## src/hdl/btr_pkg.sv

```systemverilog
package btr_pkg;
  // Clock and fixed time base
  localparam int unsigned CLK_HZ = 10_000_000;
  localparam int unsigned BASE_HZ = 4_000_000;
  localparam int unsigned BASE_ACC_W = 24;
  localparam logic [BASE_ACC_W-1:0] BASE_STEP = BASE_ACC_W'(BASE_HZ);
  localparam logic [BASE_ACC_W-1:0] BASE_WRAP = BASE_ACC_W'(CLK_HZ);

  // Line select codes
  localparam int unsigned CODE_W = 8;
  localparam int unsigned SRC_W = 4;
  localparam logic [CODE_W-1:0] SRC_MAX = 8'h0f;
  localparam logic [CODE_W-1:0] DST_MIN = 8'h05;
  localparam logic [CODE_W-1:0] DST_MAX = 8'h0e;
  localparam logic [SRC_W-1:0] SRC_BASE = 4'h0;
  localparam logic [SRC_W-1:0] SRC_SET1 = 4'h1;
  localparam logic [SRC_W-1:0] SRC_ACTUAL1 = 4'h2;
  localparam logic [SRC_W-1:0] SRC_SET2 = 4'h3;
  localparam logic [SRC_W-1:0] SRC_ACTUAL2 = 4'h4;
  localparam logic [SRC_W-1:0] SRC_INT_REG = 4'hf;

  // Backplane lines: irq a..f, fire one/two, align one/two
  localparam int unsigned NUM_LINES = 10;
  localparam int unsigned LINE_FIRE1 = 6;
  localparam int unsigned LINE_FIRE2 = 7;
  localparam int unsigned LINE_ALIGN1 = 8;
  localparam int unsigned LINE_ALIGN2 = 9;

  // Divider
  localparam int unsigned DIV_W = 16;
  localparam logic [DIV_W-1:0] DIV_BASE_MIN = 16'h0003;

  // Event numbers
  localparam int unsigned NUM_EVENTS = 16;
  localparam int unsigned EV_SHMEM_WR = 0;
  localparam int unsigned EV_INT_REG = 2;
  localparam int unsigned EV_ACTUAL1 = 4;
  localparam int unsigned EV_TICK_A = 5;
  localparam int unsigned EV_TICK_B = 6;
  localparam int unsigned EV_ACTUAL2 = 8;
  localparam int unsigned EV_ALIGN1 = 11;
  localparam int unsigned EV_ALIGN2 = 12;

  // Configuration request from the processor
  typedef struct packed {
    logic apply;
    logic dir;
    logic [CODE_W-1:0] code;
    logic [DIV_W-1:0] divide;
    logic out_en;
  } btr_cfg_type;

  // Controller strobes and internal sources
  typedef struct packed {
    logic set1;
    logic actual1;
    logic set2;
    logic actual2;
    logic int_reg;
    logic shmem_wr;
  } btr_strobe_type;
endpackage : btr_pkg

```

## src/hdl/btr_timer_router.sv

```systemverilog
`timescale 1ns/1ps
// Overview of operation
// [RULE_01] Direction bit picks source selection (low) or destination selection (high).
// [RULE_02] Source codes 0..15 pick base, strobes, lines, register irq; above 15 illegal.
// [RULE_03] Destination codes 5..14 pick backplane lines; other codes are illegal.
// [RULE_04] An enabled destination line carries the internal tick.
// [RULE_05] One enable per destination line; several lines may carry the tick together.
// [RULE_06] Each destination enable sets or clears alone, others untouched.
// [RULE_07] With base selected, the 4 MHz base is divided into a periodic tick.
// [RULE_08] The tick, from any source, can raise the timer interrupt.
// [RULE_09] A divided backplane input may be rerouted onto another backplane line.
// [RULE_10] Configurer drops apply after configuring; divider runs only while apply low.
// [RULE_11] Events come from backplane lines, shared memory writes and internal sources.
// [RULE_12] Events are armed at start-up; dispatch only happens while running.
// [RULE_13] An armed event fires once per occurrence of its source.
// [RULE_14] Tick once per divide plus one source pulses; zero passes every pulse.
// [RULE_15] Unsupported destination code raises the configuration error output.
// [RULE_16] Base tick period is divide plus one quarter microseconds, up to 65535.
// [RULE_17] Base selected with divide below 3 holds the tick low.
// [RULE_18] Count source rising edges; one-clock tick when count hits divide, restart.
// [RULE_19] A disabled destination line is released, not driven.
module btr_timer_router (
  input wire logic clk,
  input wire logic nrst,
  input wire btr_pkg::btr_cfg_type cfg,
  input wire btr_pkg::btr_strobe_type strobe,
  input wire logic [btr_pkg::NUM_EVENTS-1:0] event_arm,
  input wire logic run,
  input wire logic [btr_pkg::NUM_LINES-1:0] line_in,
  output logic [btr_pkg::NUM_LINES-1:0] line_out_q,
  output logic [btr_pkg::NUM_LINES-1:0] line_oe_q,
  output logic internal_tick_line_q,
  output logic timer_irq_q,
  output logic [btr_pkg::NUM_EVENTS-1:0] event_fire_q,
  output logic cfg_error_q
);

  logic [btr_pkg::BASE_ACC_W-1:0] base_acc_q;
  logic base_q;
  logic [btr_pkg::SRC_W-1:0] src_sel_q;
  logic [btr_pkg::DIV_W-1:0] divide_q;
  logic [btr_pkg::DIV_W-1:0] count_q;
  logic [btr_pkg::NUM_LINES-1:0] dst_en_q;
  logic src_prev_q;
  logic [btr_pkg::NUM_EVENTS-1:0] ev_prev_q;
  logic [btr_pkg::BASE_ACC_W-1:0] base_acc_sum;
  logic src_level;
  logic src_rise;
  logic tick_d;
  logic [btr_pkg::NUM_EVENTS-1:0] ev_level;
  logic [btr_pkg::NUM_LINES-1:0] dst_hit;

  // Map a destination code to a one-hot line vector, zero when unsupported
  function automatic logic [btr_pkg::NUM_LINES-1:0] dst_decode(
    input logic [btr_pkg::CODE_W-1:0] code
  );
    logic [btr_pkg::NUM_LINES-1:0] hot;
    logic [btr_pkg::CODE_W-1:0] idx;
    hot = '0;
    idx = code - btr_pkg::DST_MIN;
    if (code >= btr_pkg::DST_MIN && code <= btr_pkg::DST_MAX) begin
      hot[idx[3:0]] = 1'b1; // [RULE_03]
    end
    return hot;
  endfunction : dst_decode

  assign dst_hit = dst_decode(cfg.code);

  // Fractional accumulator makes the 4 MHz base from the 10 MHz clock;
  // the base edges jitter by one clock, the long-run rate is exact
  assign base_acc_sum = base_acc_q + btr_pkg::BASE_STEP;
  always_ff @(posedge clk or negedge nrst) begin
    if (!nrst) begin
      base_acc_q <= '0;
      base_q <= 1'b0;
    end else if (base_acc_sum >= btr_pkg::BASE_WRAP) begin
      base_acc_q <= base_acc_sum - btr_pkg::BASE_WRAP;
      base_q <= 1'b1; // [RULE_07]
    end else begin
      base_acc_q <= base_acc_sum;
      base_q <= 1'b0;
    end
  end

  // Source multiplexer
  always_comb begin
    src_level = 1'b0;
    case (src_sel_q)
      btr_pkg::SRC_BASE: src_level = base_q; // [RULE_02]
      btr_pkg::SRC_SET1: src_level = strobe.set1;
      btr_pkg::SRC_ACTUAL1: src_level = strobe.actual1;
      btr_pkg::SRC_SET2: src_level = strobe.set2;
      btr_pkg::SRC_ACTUAL2: src_level = strobe.actual2;
      btr_pkg::SRC_INT_REG: src_level = strobe.int_reg;
      default: src_level = line_in[src_sel_q - btr_pkg::SRC_W'(btr_pkg::DST_MIN)]; // [RULE_09]
    endcase
  end

  assign src_rise = src_level & ~src_prev_q;

  // Tick decision; the base with too small a divide gives no tick at all
  // Limitation: the low hold covers the base only; divided lines take any value
  // A base divide of 3 or more keeps backplane pulses slow enough for the bus timing
  always_comb begin
    tick_d = 1'b0;
    if (!cfg.apply && src_rise && count_q == divide_q) begin // [RULE_10]
      tick_d = 1'b1; // [RULE_14]
    end
    if (src_sel_q == btr_pkg::SRC_BASE && divide_q < btr_pkg::DIV_BASE_MIN) begin
      tick_d = 1'b0; // [RULE_17]
    end
  end

  // Source edge history
  always_ff @(posedge clk or negedge nrst) begin
    if (!nrst) begin
      src_prev_q <= 1'b0;
    end else begin
      src_prev_q <= src_level;
    end
  end

  // Divider counter, held at zero while a configuration is applied
  always_ff @(posedge clk or negedge nrst) begin
    if (!nrst) begin
      count_q <= '0;
    end else if (cfg.apply) begin
      count_q <= '0; // [RULE_10]
    end else if (src_rise) begin
      if (count_q >= divide_q) begin
        count_q <= '0; // [RULE_18]
      end else begin
        count_q <= count_q + 16'h0001; // [RULE_16]
      end
    end
  end

  // Source configuration
  // An illegal source code keeps the old selection; the divide still latches
  always_ff @(posedge clk or negedge nrst) begin
    if (!nrst) begin
      src_sel_q <= btr_pkg::SRC_BASE;
      divide_q <= '0;
    end else if (cfg.apply && !cfg.dir) begin // [RULE_01]
      divide_q <= cfg.divide; // [RULE_07]
      if (cfg.code <= btr_pkg::SRC_MAX) begin
        src_sel_q <= cfg.code[btr_pkg::SRC_W-1:0]; // [RULE_02]
      end
    end
  end

  // Destination enables, one bit each so others stay untouched
  // line_oe_q follows one clock later, so a change shows two edges after apply
  always_ff @(posedge clk or negedge nrst) begin
    if (!nrst) begin
      dst_en_q <= '0;
    end else if (cfg.apply && cfg.dir) begin // [RULE_01]
      if (cfg.out_en) begin
        dst_en_q <= dst_en_q | dst_hit; // [RULE_05]
      end else begin
        dst_en_q <= dst_en_q & ~dst_hit; // [RULE_06]
      end
    end
  end

  // Error flag reflects the most recent applied request
  always_ff @(posedge clk or negedge nrst) begin
    if (!nrst) begin
      cfg_error_q <= 1'b0;
    end else if (cfg.apply) begin
      if (cfg.dir) begin
        cfg_error_q <= (dst_hit == '0); // [RULE_15]
      end else begin
        cfg_error_q <= (cfg.code > btr_pkg::SRC_MAX); // [RULE_02]
      end
    end
  end

  // Tick and line drivers share one register stage so they stay aligned
  always_ff @(posedge clk or negedge nrst) begin
    if (!nrst) begin
      internal_tick_line_q <= 1'b0;
      line_out_q <= '0;
      line_oe_q <= '0;
    end else begin
      internal_tick_line_q <= tick_d;
      line_out_q <= {btr_pkg::NUM_LINES{tick_d}} & dst_en_q; // [RULE_04]
      line_oe_q <= dst_en_q; // [RULE_19]
    end
  end

  // Event sources; the tick feeds two event numbers
  always_comb begin
    ev_level = '0;
    ev_level[btr_pkg::EV_SHMEM_WR] = strobe.shmem_wr; // [RULE_11]
    ev_level[btr_pkg::EV_INT_REG] = strobe.int_reg;
    ev_level[btr_pkg::EV_ACTUAL1] = strobe.actual1;
    ev_level[btr_pkg::EV_TICK_A] = tick_d; // [RULE_08]
    ev_level[btr_pkg::EV_TICK_B] = tick_d;
    ev_level[btr_pkg::EV_ACTUAL2] = strobe.actual2;
    ev_level[btr_pkg::EV_ALIGN1] = line_in[btr_pkg::LINE_ALIGN1];
    ev_level[btr_pkg::EV_ALIGN2] = line_in[btr_pkg::LINE_ALIGN2];
  end

  // Event dispatch: one pulse per rising edge, only when armed and running
  // Edge detection stops a held source level from dispatching again and again
  // Events seen while not running are dropped, not queued for later
  always_ff @(posedge clk or negedge nrst) begin
    if (!nrst) begin
      ev_prev_q <= '0;
      event_fire_q <= '0;
      timer_irq_q <= 1'b0;
    end else begin
      ev_prev_q <= ev_level;
      event_fire_q <= ev_level & ~ev_prev_q & event_arm & {btr_pkg::NUM_EVENTS{run}}; // [RULE_13]
      timer_irq_q <= tick_d & run &
                     (event_arm[btr_pkg::EV_TICK_A] | event_arm[btr_pkg::EV_TICK_B]); // [RULE_12]
    end
  end

endmodule : btr_timer_router

```

## config.mk

```make
export PLATFORM = sky130hd
export DESIGN_NAME = btr_timer_router
export DESIGN_NICKNAME = d
export VERILOG_FILES = /design/src/hdl/btr_pkg.sv /design/src/hdl/btr_timer_router.sv
export SDC_FILE = /design/constraint.sdc
export NUM_CORES = 1
export LEC_CHECK = 0
export ABC_AREA = 1
export BUFFER_PORTS_ARGS = -buffer_cell sky130_fd_sc_hd__buf_4
export CAP_MARGIN = 5
export CORE_UTILIZATION = 35
export DETAILED_ROUTE_END_ITERATION = 8
export GPL_ROUTABILITY_DRIVEN = 0
export SETUP_SLACK_MARGIN = 0.2
export SLEW_MARGIN = 25
export SYNTH_ARGS = -nofsm -noshare
export SYNTH_HDL_FRONTEND = slang
export SYNTH_SLANG_ARGS = --single-unit
```

## constraint.sdc

```tcl
create_clock -name clk -period 2.8 [get_ports clk]
set_input_delay 0.56 -clock clk [delete_from_list [all_inputs] [get_ports clk]]
set_output_delay 0.56 -clock clk [all_outputs]
set_load 0.03 [all_outputs]
```

==> results of run 1 <==
## per-layer routing
| metal | vias up | track usage |
|---|---|---|
| met5 | - | 0 |
| met2 | 49 | 0.270 |
| met1 | 2246 | 0.207 |
| li1 | 2560 | - |
| met3 | 10 | 0.0375 |
| met4 | 0 | 0.0406 |
## sequential cells by signal (all words and copies together), names as in the netlist, named ones only
name and count:
base_acc_q 17, base_q 1, cfg_error_q 1, count_q 16, divide_q 16, ev_prev_q 7
event_fire_q 8, line_oe_q 10, line_out_q 10, src_prev_q 1, src_sel_q 4, timer_irq_q 1
## worst reg2reg max path, cell delays in order (launching register included)
cell     delay, ns
dfrtp_1       0.42
inv_1         0.10
ha_1          0.32
inv_1         0.07
a21oi_1       0.10
o21ai_0       0.09
nor2_1        0.09
nor2_1        0.04
nor2_1        0.08
nand2_1       0.06
nand2_1       0.13
nand3_2       0.25
nor2_4        0.25
inv_2         0.14
nor2_1        0.13
## power by group through the flow
stage	Combinational (mW)	Sequential, mW	Clock (mW)
3_5_place_dp	0.520	1.62	0
4_1_cts	0.526	1.59	1.31
6_report	0.521	1.59	1.28
5_1_grt	0.600	1.60	1.36
3_3_place_gp	0.514	1.62	0
2_1_floorplan	0.316	1.62	0
## final timing paths
check	start	to
max	src_sel_q[1]	line_out_q[3]
min	nrst	event_fire_q[0]
max reg2reg	src_sel_q[1]	line_out_q[3]
min reg2reg	register	line_oe_q[0]
max in group asynchronous	nrst	base_acc_q[7]
min in group clk	strobe[0]	ev_prev_q[0]
## timing repair
action	4_1_cts	5_1_grt
endpoints found under the hold margin	0	0
endpoints found under the setup margin	0	30
resized for setup	0	3
## kinds of logic (layout without fill, tap and decap cells)
group	count (synthesis)	after routing	synth area share
xor gates and xnor gates	22	22	0.0333
AOI/OAI and AO/OA	86	86	0.0855
buffers and inverters	113	209	0.0834
adders and majority gates	27	27	0.0585
DFF	102	102	0.442
muxes	1	1	0.00195
other	1	8	0.000649
and+or+nand+nor	390	390	0.295
## per-stage QoR
stage / util / setup slack (ns)
detailed placement: 0.418 / 0.353
global placement: 0.418 / 0.373
CTS: 0.436 / 0.334
global route: 0.437 / 0.195
floorplan: - / 0.701
finish: 0.437 / 0.449
## layout make-up
cell class	instances	area, µm²
Tap cell	216	270
Timing Repair Buffer	96	724
Multi-Input combinational cell	534	2780
Fill cell	1679	9010
Clock buffer	9	225
Clock inverter	7	72.6
Sequential cell	102	2550
Inverter	97	364
## cells in the final DEF (no fill, tap or decap), types with 7 or more instances in the layout
cell type  netlist  routed
a21oi_1         17      17
buf_4            9      95
clkbuf_16        0       9
conb_1           1       8
dfrtp_1        102     102
ha_1            27      27
inv_1           94      94
nand2_1        205     205
nand2_2         10      10
nand3_1         63      63
nand4_1         13      13
nor2_1          68      67
nor3_1           7       7
o21ai_0         40      40
o21ai_1          8       8
o21ai_2          8       8
xor2_1          19      19
==> impl_metrics.toml, run 1 <==
[timing]
fin_crit_ns = 2.35
skew_ns = 0.0115
hold_viol = 0
drv_slew = 0
clock.fmax_mhz = 425
worst_pin_slew_ns = 0.808
fin_tns_setup_ns = 0
setup-violations-final = 0
max_slew_margin = 0.461
rsz0062_at_grt = "yes"
hold_ws_ns = 0.277
fin_crit_sh = 0.840

[worst_hold_path]
hp-class = "input pin to async pin"

[clock_network]
cts_buffers = 9
post_cts_buffers = 0
clock-sinks = 102
cts_tree = "built"
clockBufferDepth = 2
clk_pin_slew_ns = 0.08
root_buffer = "clkbuf_16"
cts.htree.levels = 3
postCtsHoldBufs = 0
insertion_delay_ns = 0.36

[critical_path]
critPathBufInv = 3
cp.depth = 14
cp.required_ns = 3.10
cp_data_arrival_time_ns = 2.65
crit_path_frequent_cell = "nor2_1"
cp-end-kind = "register"
crit_type = "register to register"
rrSetupSlack_ns = 0.45
worst-path-max-fanout = 10
cp_slowest_cell = "dfrtp_1"
cp_slowest_stage_delay_ns = 0.42
startpoint_type = "register"
ff2ff_path_depth = 14
worstPathCellList = "inv_1, ha_1, inv_1, a21oi_1, o21ai_0, nor2_1, nor2_1, nor2_1, nand2_1, nand2_1, nand3_2, nor2_4, inv_2, nor2_1"
path_delay_family = "simple AND/OR/NAND/NOR gates"

[final_layout]
num_antenna_cells = 0
fin_nets = 929
drive_above_1_share = 0.179
design_area_um2 = 6990
area_growth_pct = 21.0
final_cells = 1061

[grt]
grt_pass1_wl_um = 21200
grt_pass1_vias = 4531
global_route.overflow_total = 0
track_usage = 0.161
grt_max_degree = 66
antenna_found_initial = 0

[synth]
synth_cell_type_count = 36
synth_area_leaders = "dfrtp_1 44%, nand2_1 13%, inv_1 6.1%, ha_1 5.8%, nand3_1 5.5%"
yosys_warnings = 0
synth_top_cells_by_count = "205 x nand2_1, 102 x dfrtp_1, 94 x inv_1, 68 x nor2_1, 63 x nand3_1"
synth_area_per_cell_um2 = 7.79
ys_seq_elements = 102
netlist_area_um2 = 5780
synthCells = 742
synth_edf_count = 0
ys_seq_area_frac = 0.442
synthFlopType = "dfrtp_1"
yosys.area.top_type = "dfrtp_1"
synth_top_area_frac = 0.442
yosysMostFrequentCell = "nand2_1"
async_reset_ff_frac = 1.00

[drt]
drc = 0
top_layer_used = "met4"
detail-route-antenna-nets = 0
route.met2.wl_um = 6320
num_vias = 4865
dr.pass1.iters = 4
vias_per_cell = 4.59
wl_um = 12900
detail_route.wl_per_cell_um = 12.2
wl_met3_um = 382
drt-initial-drc-count = 293
wl_met1_um = 6090

[power_and_ir_drop]
netSwitchingPower_mw = 1.02
power.share.switching = 0.301
comb_power_share = 0.154
power.total_mw = 3.39
p_int_mw = 2.37
p_clk_frac = 0.376
p_seq_frac = 0.470
p_per_area_nw_per_um2 = 485
p_leak_nw = 3.60
peakVddDrop_mv = 0.338

[placed_design]
dp.cells = 1045
place_area_um2 = 6680
port_buffers = 84
hpwlAfterDp_um = 9990

[run_status]
status = "complete, no violations"

[floorplan]
ios = 101
die_area_um2 = 17000
placementRows = 46
design.core.area_um2 = 16000
fp.dieW_um = 130
initial_core_util = 0.361
die_h_um = 130

[flow_run]
maxCapViolCount = 0
No activity file was read; power rests on OpenSTA's default activity.
==> inputs of run 2 (changes only) <==
--- a/config.mk
+++ b/config.mk
@@ -5,7 +5,7 @@
 export SDC_FILE = /design/constraint.sdc
 export NUM_CORES = 1
 export LEC_CHECK = 0
-export ABC_AREA = 1
+export ABC_AREA = 0
 export BUFFER_PORTS_ARGS = -buffer_cell sky130_fd_sc_hd__buf_4
 export CAP_MARGIN = 5
 export CORE_UTILIZATION = 35
==> constraint.sdc (replaced) <==
create_clock -name clk -period 1.93 [get_ports clk]
set_input_delay 0.386 -clock clk [delete_from_list [all_inputs] [get_ports clk]]
set_output_delay 0.386 -clock clk [all_outputs]
set_load 0.03 [all_outputs]
==> impl_metrics.toml, run 2 <==
[final_layout]
fin_nets = 889
area_growth_pct = 56.4
num_antenna_cells = 0
seq_area_um2 = 2560
final_cell_mix = "221 x buf_4, 97 x dfrtp_1, 54 x nand2_1"
multi_input_area_um2 = 3420
largest_register_ffs = 17
layout_commonest_cell = "buf_4"
drive_above_1_share = 0.488
finish.utilization = 0.569
largest_registers = "base_acc_q: 17 flops, count_q: 16 flops, divide_q: 16 flops"
top_register = "base_acc_q"
nFillCells = 1266

[drt]
drt-initial-drc-count = 279
detail-route-antenna-nets = 0
num_vias = 5104
vias_per_cell = 5.02
detail_route.wl_per_cell_um = 15.6
dr.pass1.iters = 4
wl_um = 15800
drc = 0

[synth]
synthCells = 558
synthXorXnorAreaFrac = 0.0515
synth_fa_ha_area_frac = 0.0605
synthSimpleGateAreaFrac = 0.194
synth_top_family_by_area = "simple AND/OR/NAND/NOR gates"
yosys.area.top_type = "dfrtp_1"
synthMuxAreaShare = 0.0513
yosysMostFrequentCell = "dfrtp_1"
synthFlopType = "dfrtp_1"
yosys_warnings = 0
synth_edf_count = 0
ys_seq_elements = 102
netlist_area_um2 = 5590
synth_top_cells_by_count = "102 x dfrtp_1, 55 x nand2_1, 38 x nor2_1, 30 x inv_1, 28 x o21ai_0"
synth_top_area_frac = 0.457
synth_cell_type_count = 66
async_reset_ff_frac = 1.00
ys_seq_area_frac = 0.457
synth_compound_area_frac = 0.136
synth_area_per_cell_um2 = 10.0
synth_area_leaders = "dfrtp_1 46%, ha_1 6.0%, nand2_1 3.7%, mux2_2 3.4%, xnor2_1 3.1%"

[worst_hold_path]
worstHoldStart = "strobe[0]"
hold_path_depth = 1
hold_end = "ev_prev_q[0]"
hp-class = "input pin to register"

[placed_design]
port_buffers = 84
hpwlAfterDp_um = 10700

[timing]
hold_viol = 0
setup-violations-final = 48
rsz0062_at_grt = "yes"
drv_slew = 0
max_slew_margin = 0.668
clock.fmax_mhz = 373
fin_crit_ns = 2.68
worst_pin_slew_ns = 0.494
skew_ns = 0.0114
fin_ws_ns = -0.753
fin_crit_sh = 1.39

[power_and_ir_drop]
power.total_mw = 5.45
p_per_area_nw_per_um2 = 624
p_leak_nw = 4.14
peakVddDrop_mv = 0.465

[clock_network]
cts.htree.levels = 3
clock-sinks = 102
cts_buffers = 9
root_buffer = "clkbuf_16"
cts_tree = "built"
clockBufferDepth = 2
clk_pin_slew_ns = 0.08
insertion_delay_ns = 0.36

[critical_path]
cp-end-kind = "register"
r2r-start = "base_acc_q[8]"
crit_type = "register to register"
worstPathCellList = "buf_6, a211o_1, a2111oi_4, o311ai_2, a31oi_2, a21oi_2, buf_4, o21bai_4, buf_6, buf_6, nor2_4, xnor2_2"
worstReg2RegEnd = "base_acc_q[21]"
worst-path-max-fanout = 5
ff2ff_path_depth = 12
cp_data_arrival_time_ns = 2.93
startpoint_type = "register"
cp_slowest_stage_delay_ns = 0.47
cp.required_ns = 2.18
crit_path_frequent_cell = "buf_6"
cp_slowest_cell = "dfrtp_2"
rrSetupSlack_ns = -0.75

[floorplan]
ios = 101
design.core.area_um2 = 15400
initial_core_util = 0.364
die_area_um2 = 16500
fp.dieW_um = 128
die_h_um = 128
placementRows = 45

[grt]
track_usage = 0.193
grt_pass1_vias = 5243
antenna_found_initial = 0
grt_pass1_wl_um = 25000
grt_max_degree = 44
global_route.overflow_total = 0

[run_status]
status = "finished, violations left"
violations = "negative setup slack"

[flow_run]
maxCapViolCount = 0
run 2: cell types whose count changed after synthesis, moves of 8 or more:
cell	before	now
and2_1	0	14
and3_1	0	11
buf_2	1	10
inv_1	94	30
mux2_2	1	17
nand2_1	205	55
nand2_2	10	0
nand2b_1	0	10
nand3_1	63	14
nor2_1	68	38
nor2b_1	0	8
o21ai_0	40	28
xnor2_1	3	20
xor2_1	19	11
run 2: cells by family (layout without fill, tap and decap cells):
logic type      Yosys count  in the layout
mux                      24             24
simple gates            205            206
compound gates          106            106
xor+xnor                 32             32
flops                   102            102
buf+inv                  61            300
other cells               1              8
fa+ha+maj                27             27
run 2: stage by stage:
| stage | setup slack, ns | hold slack [ns] | instances | area (µm²) | TNS (ns) |
|---|---|---|---|---|---|
| 2_1_floorplan | -0.660 | 0.0904 | 565 | 5760 | -18.57 |
| 3_3_place_gp | -0.743 | 0.320 | 969 | 7560 | -24.66 |
| 3_5_place_dp | -0.775 | 0.320 | 969 | 7560 | -27.03 |
| 4_1_cts | -0.723 | 0.131 | 1007 | 8380 | -26.94 |
| 5_1_grt | -0.905 | 0.128 | 1016 | 8740 | -33.95 |
| 6_report | -0.753 | 0.139 | 1016 | 8740 | -27.43 |
run 2: what timing repair did:
item,CTS,global route
gates cloned,4,1
endpoints found under the setup margin,50,56
gates resized for setup,73,56
pin swaps,34,25
hold endpoints to repair,25,0
buffers inserted,17,8
hold buffers,1,0
run 2: worst max-delay path by stage:
stage | cells past startpoint | slack [ns] | from | to
global placement | 9 | -0.74 | base_acc_q[8] | base_acc_q[17]
floorplan | 10 | -0.66 | base_acc_q[8] | base_acc_q[17]
detailed placement | 10 | -0.77 | base_acc_q[8] | base_acc_q[17]
global route | 9 | -0.90 | base_acc_q[8] | base_acc_q[17]
finish | 12 | -0.75 | base_acc_q[8] | base_acc_q[21]
CTS | 9 | -0.72 | base_acc_q[8] | base_acc_q[17]
run 2: per-layer routing:
metal / track usage / part of all wire / up-vias
li1: - / - / 2452
met1: 0.242 / 0.43 / 2493
met2: 0.337 / 0.51 / 136
met3: 0.0337 / 0.044 / 23
met4: 0.0574 / 0.017 / 0
met5: 0 / 0 / -
run 2: final cells by class:
type	instances	area share
clock buffers	9	0.0258
multi-input cells	403	0.392
repair buffers	254	0.238
well taps	211	0.0302
inverters	30	0.0132
clock inverters	7	0.00845
flip-flops and latches	102	0.293
run 2: critical path: cells and delay by family, from the launching register on:
kind            cells  cell delay [ns]
flops               1             0.47
simple gates        1             0.04
compound gates      6             1.35
buf+inv             4             0.59
xor+xnor            1             0.12
run 2: where the power goes:
part           internal (mW)  leakage, nW  switching, mW  total [mW]
registers               2.24         1.32         0.0775        2.32
clock network          0.920        0.147          0.934        1.85
logic                  0.668         2.68          0.610        1.28
total                   3.83         4.14           1.62        5.45
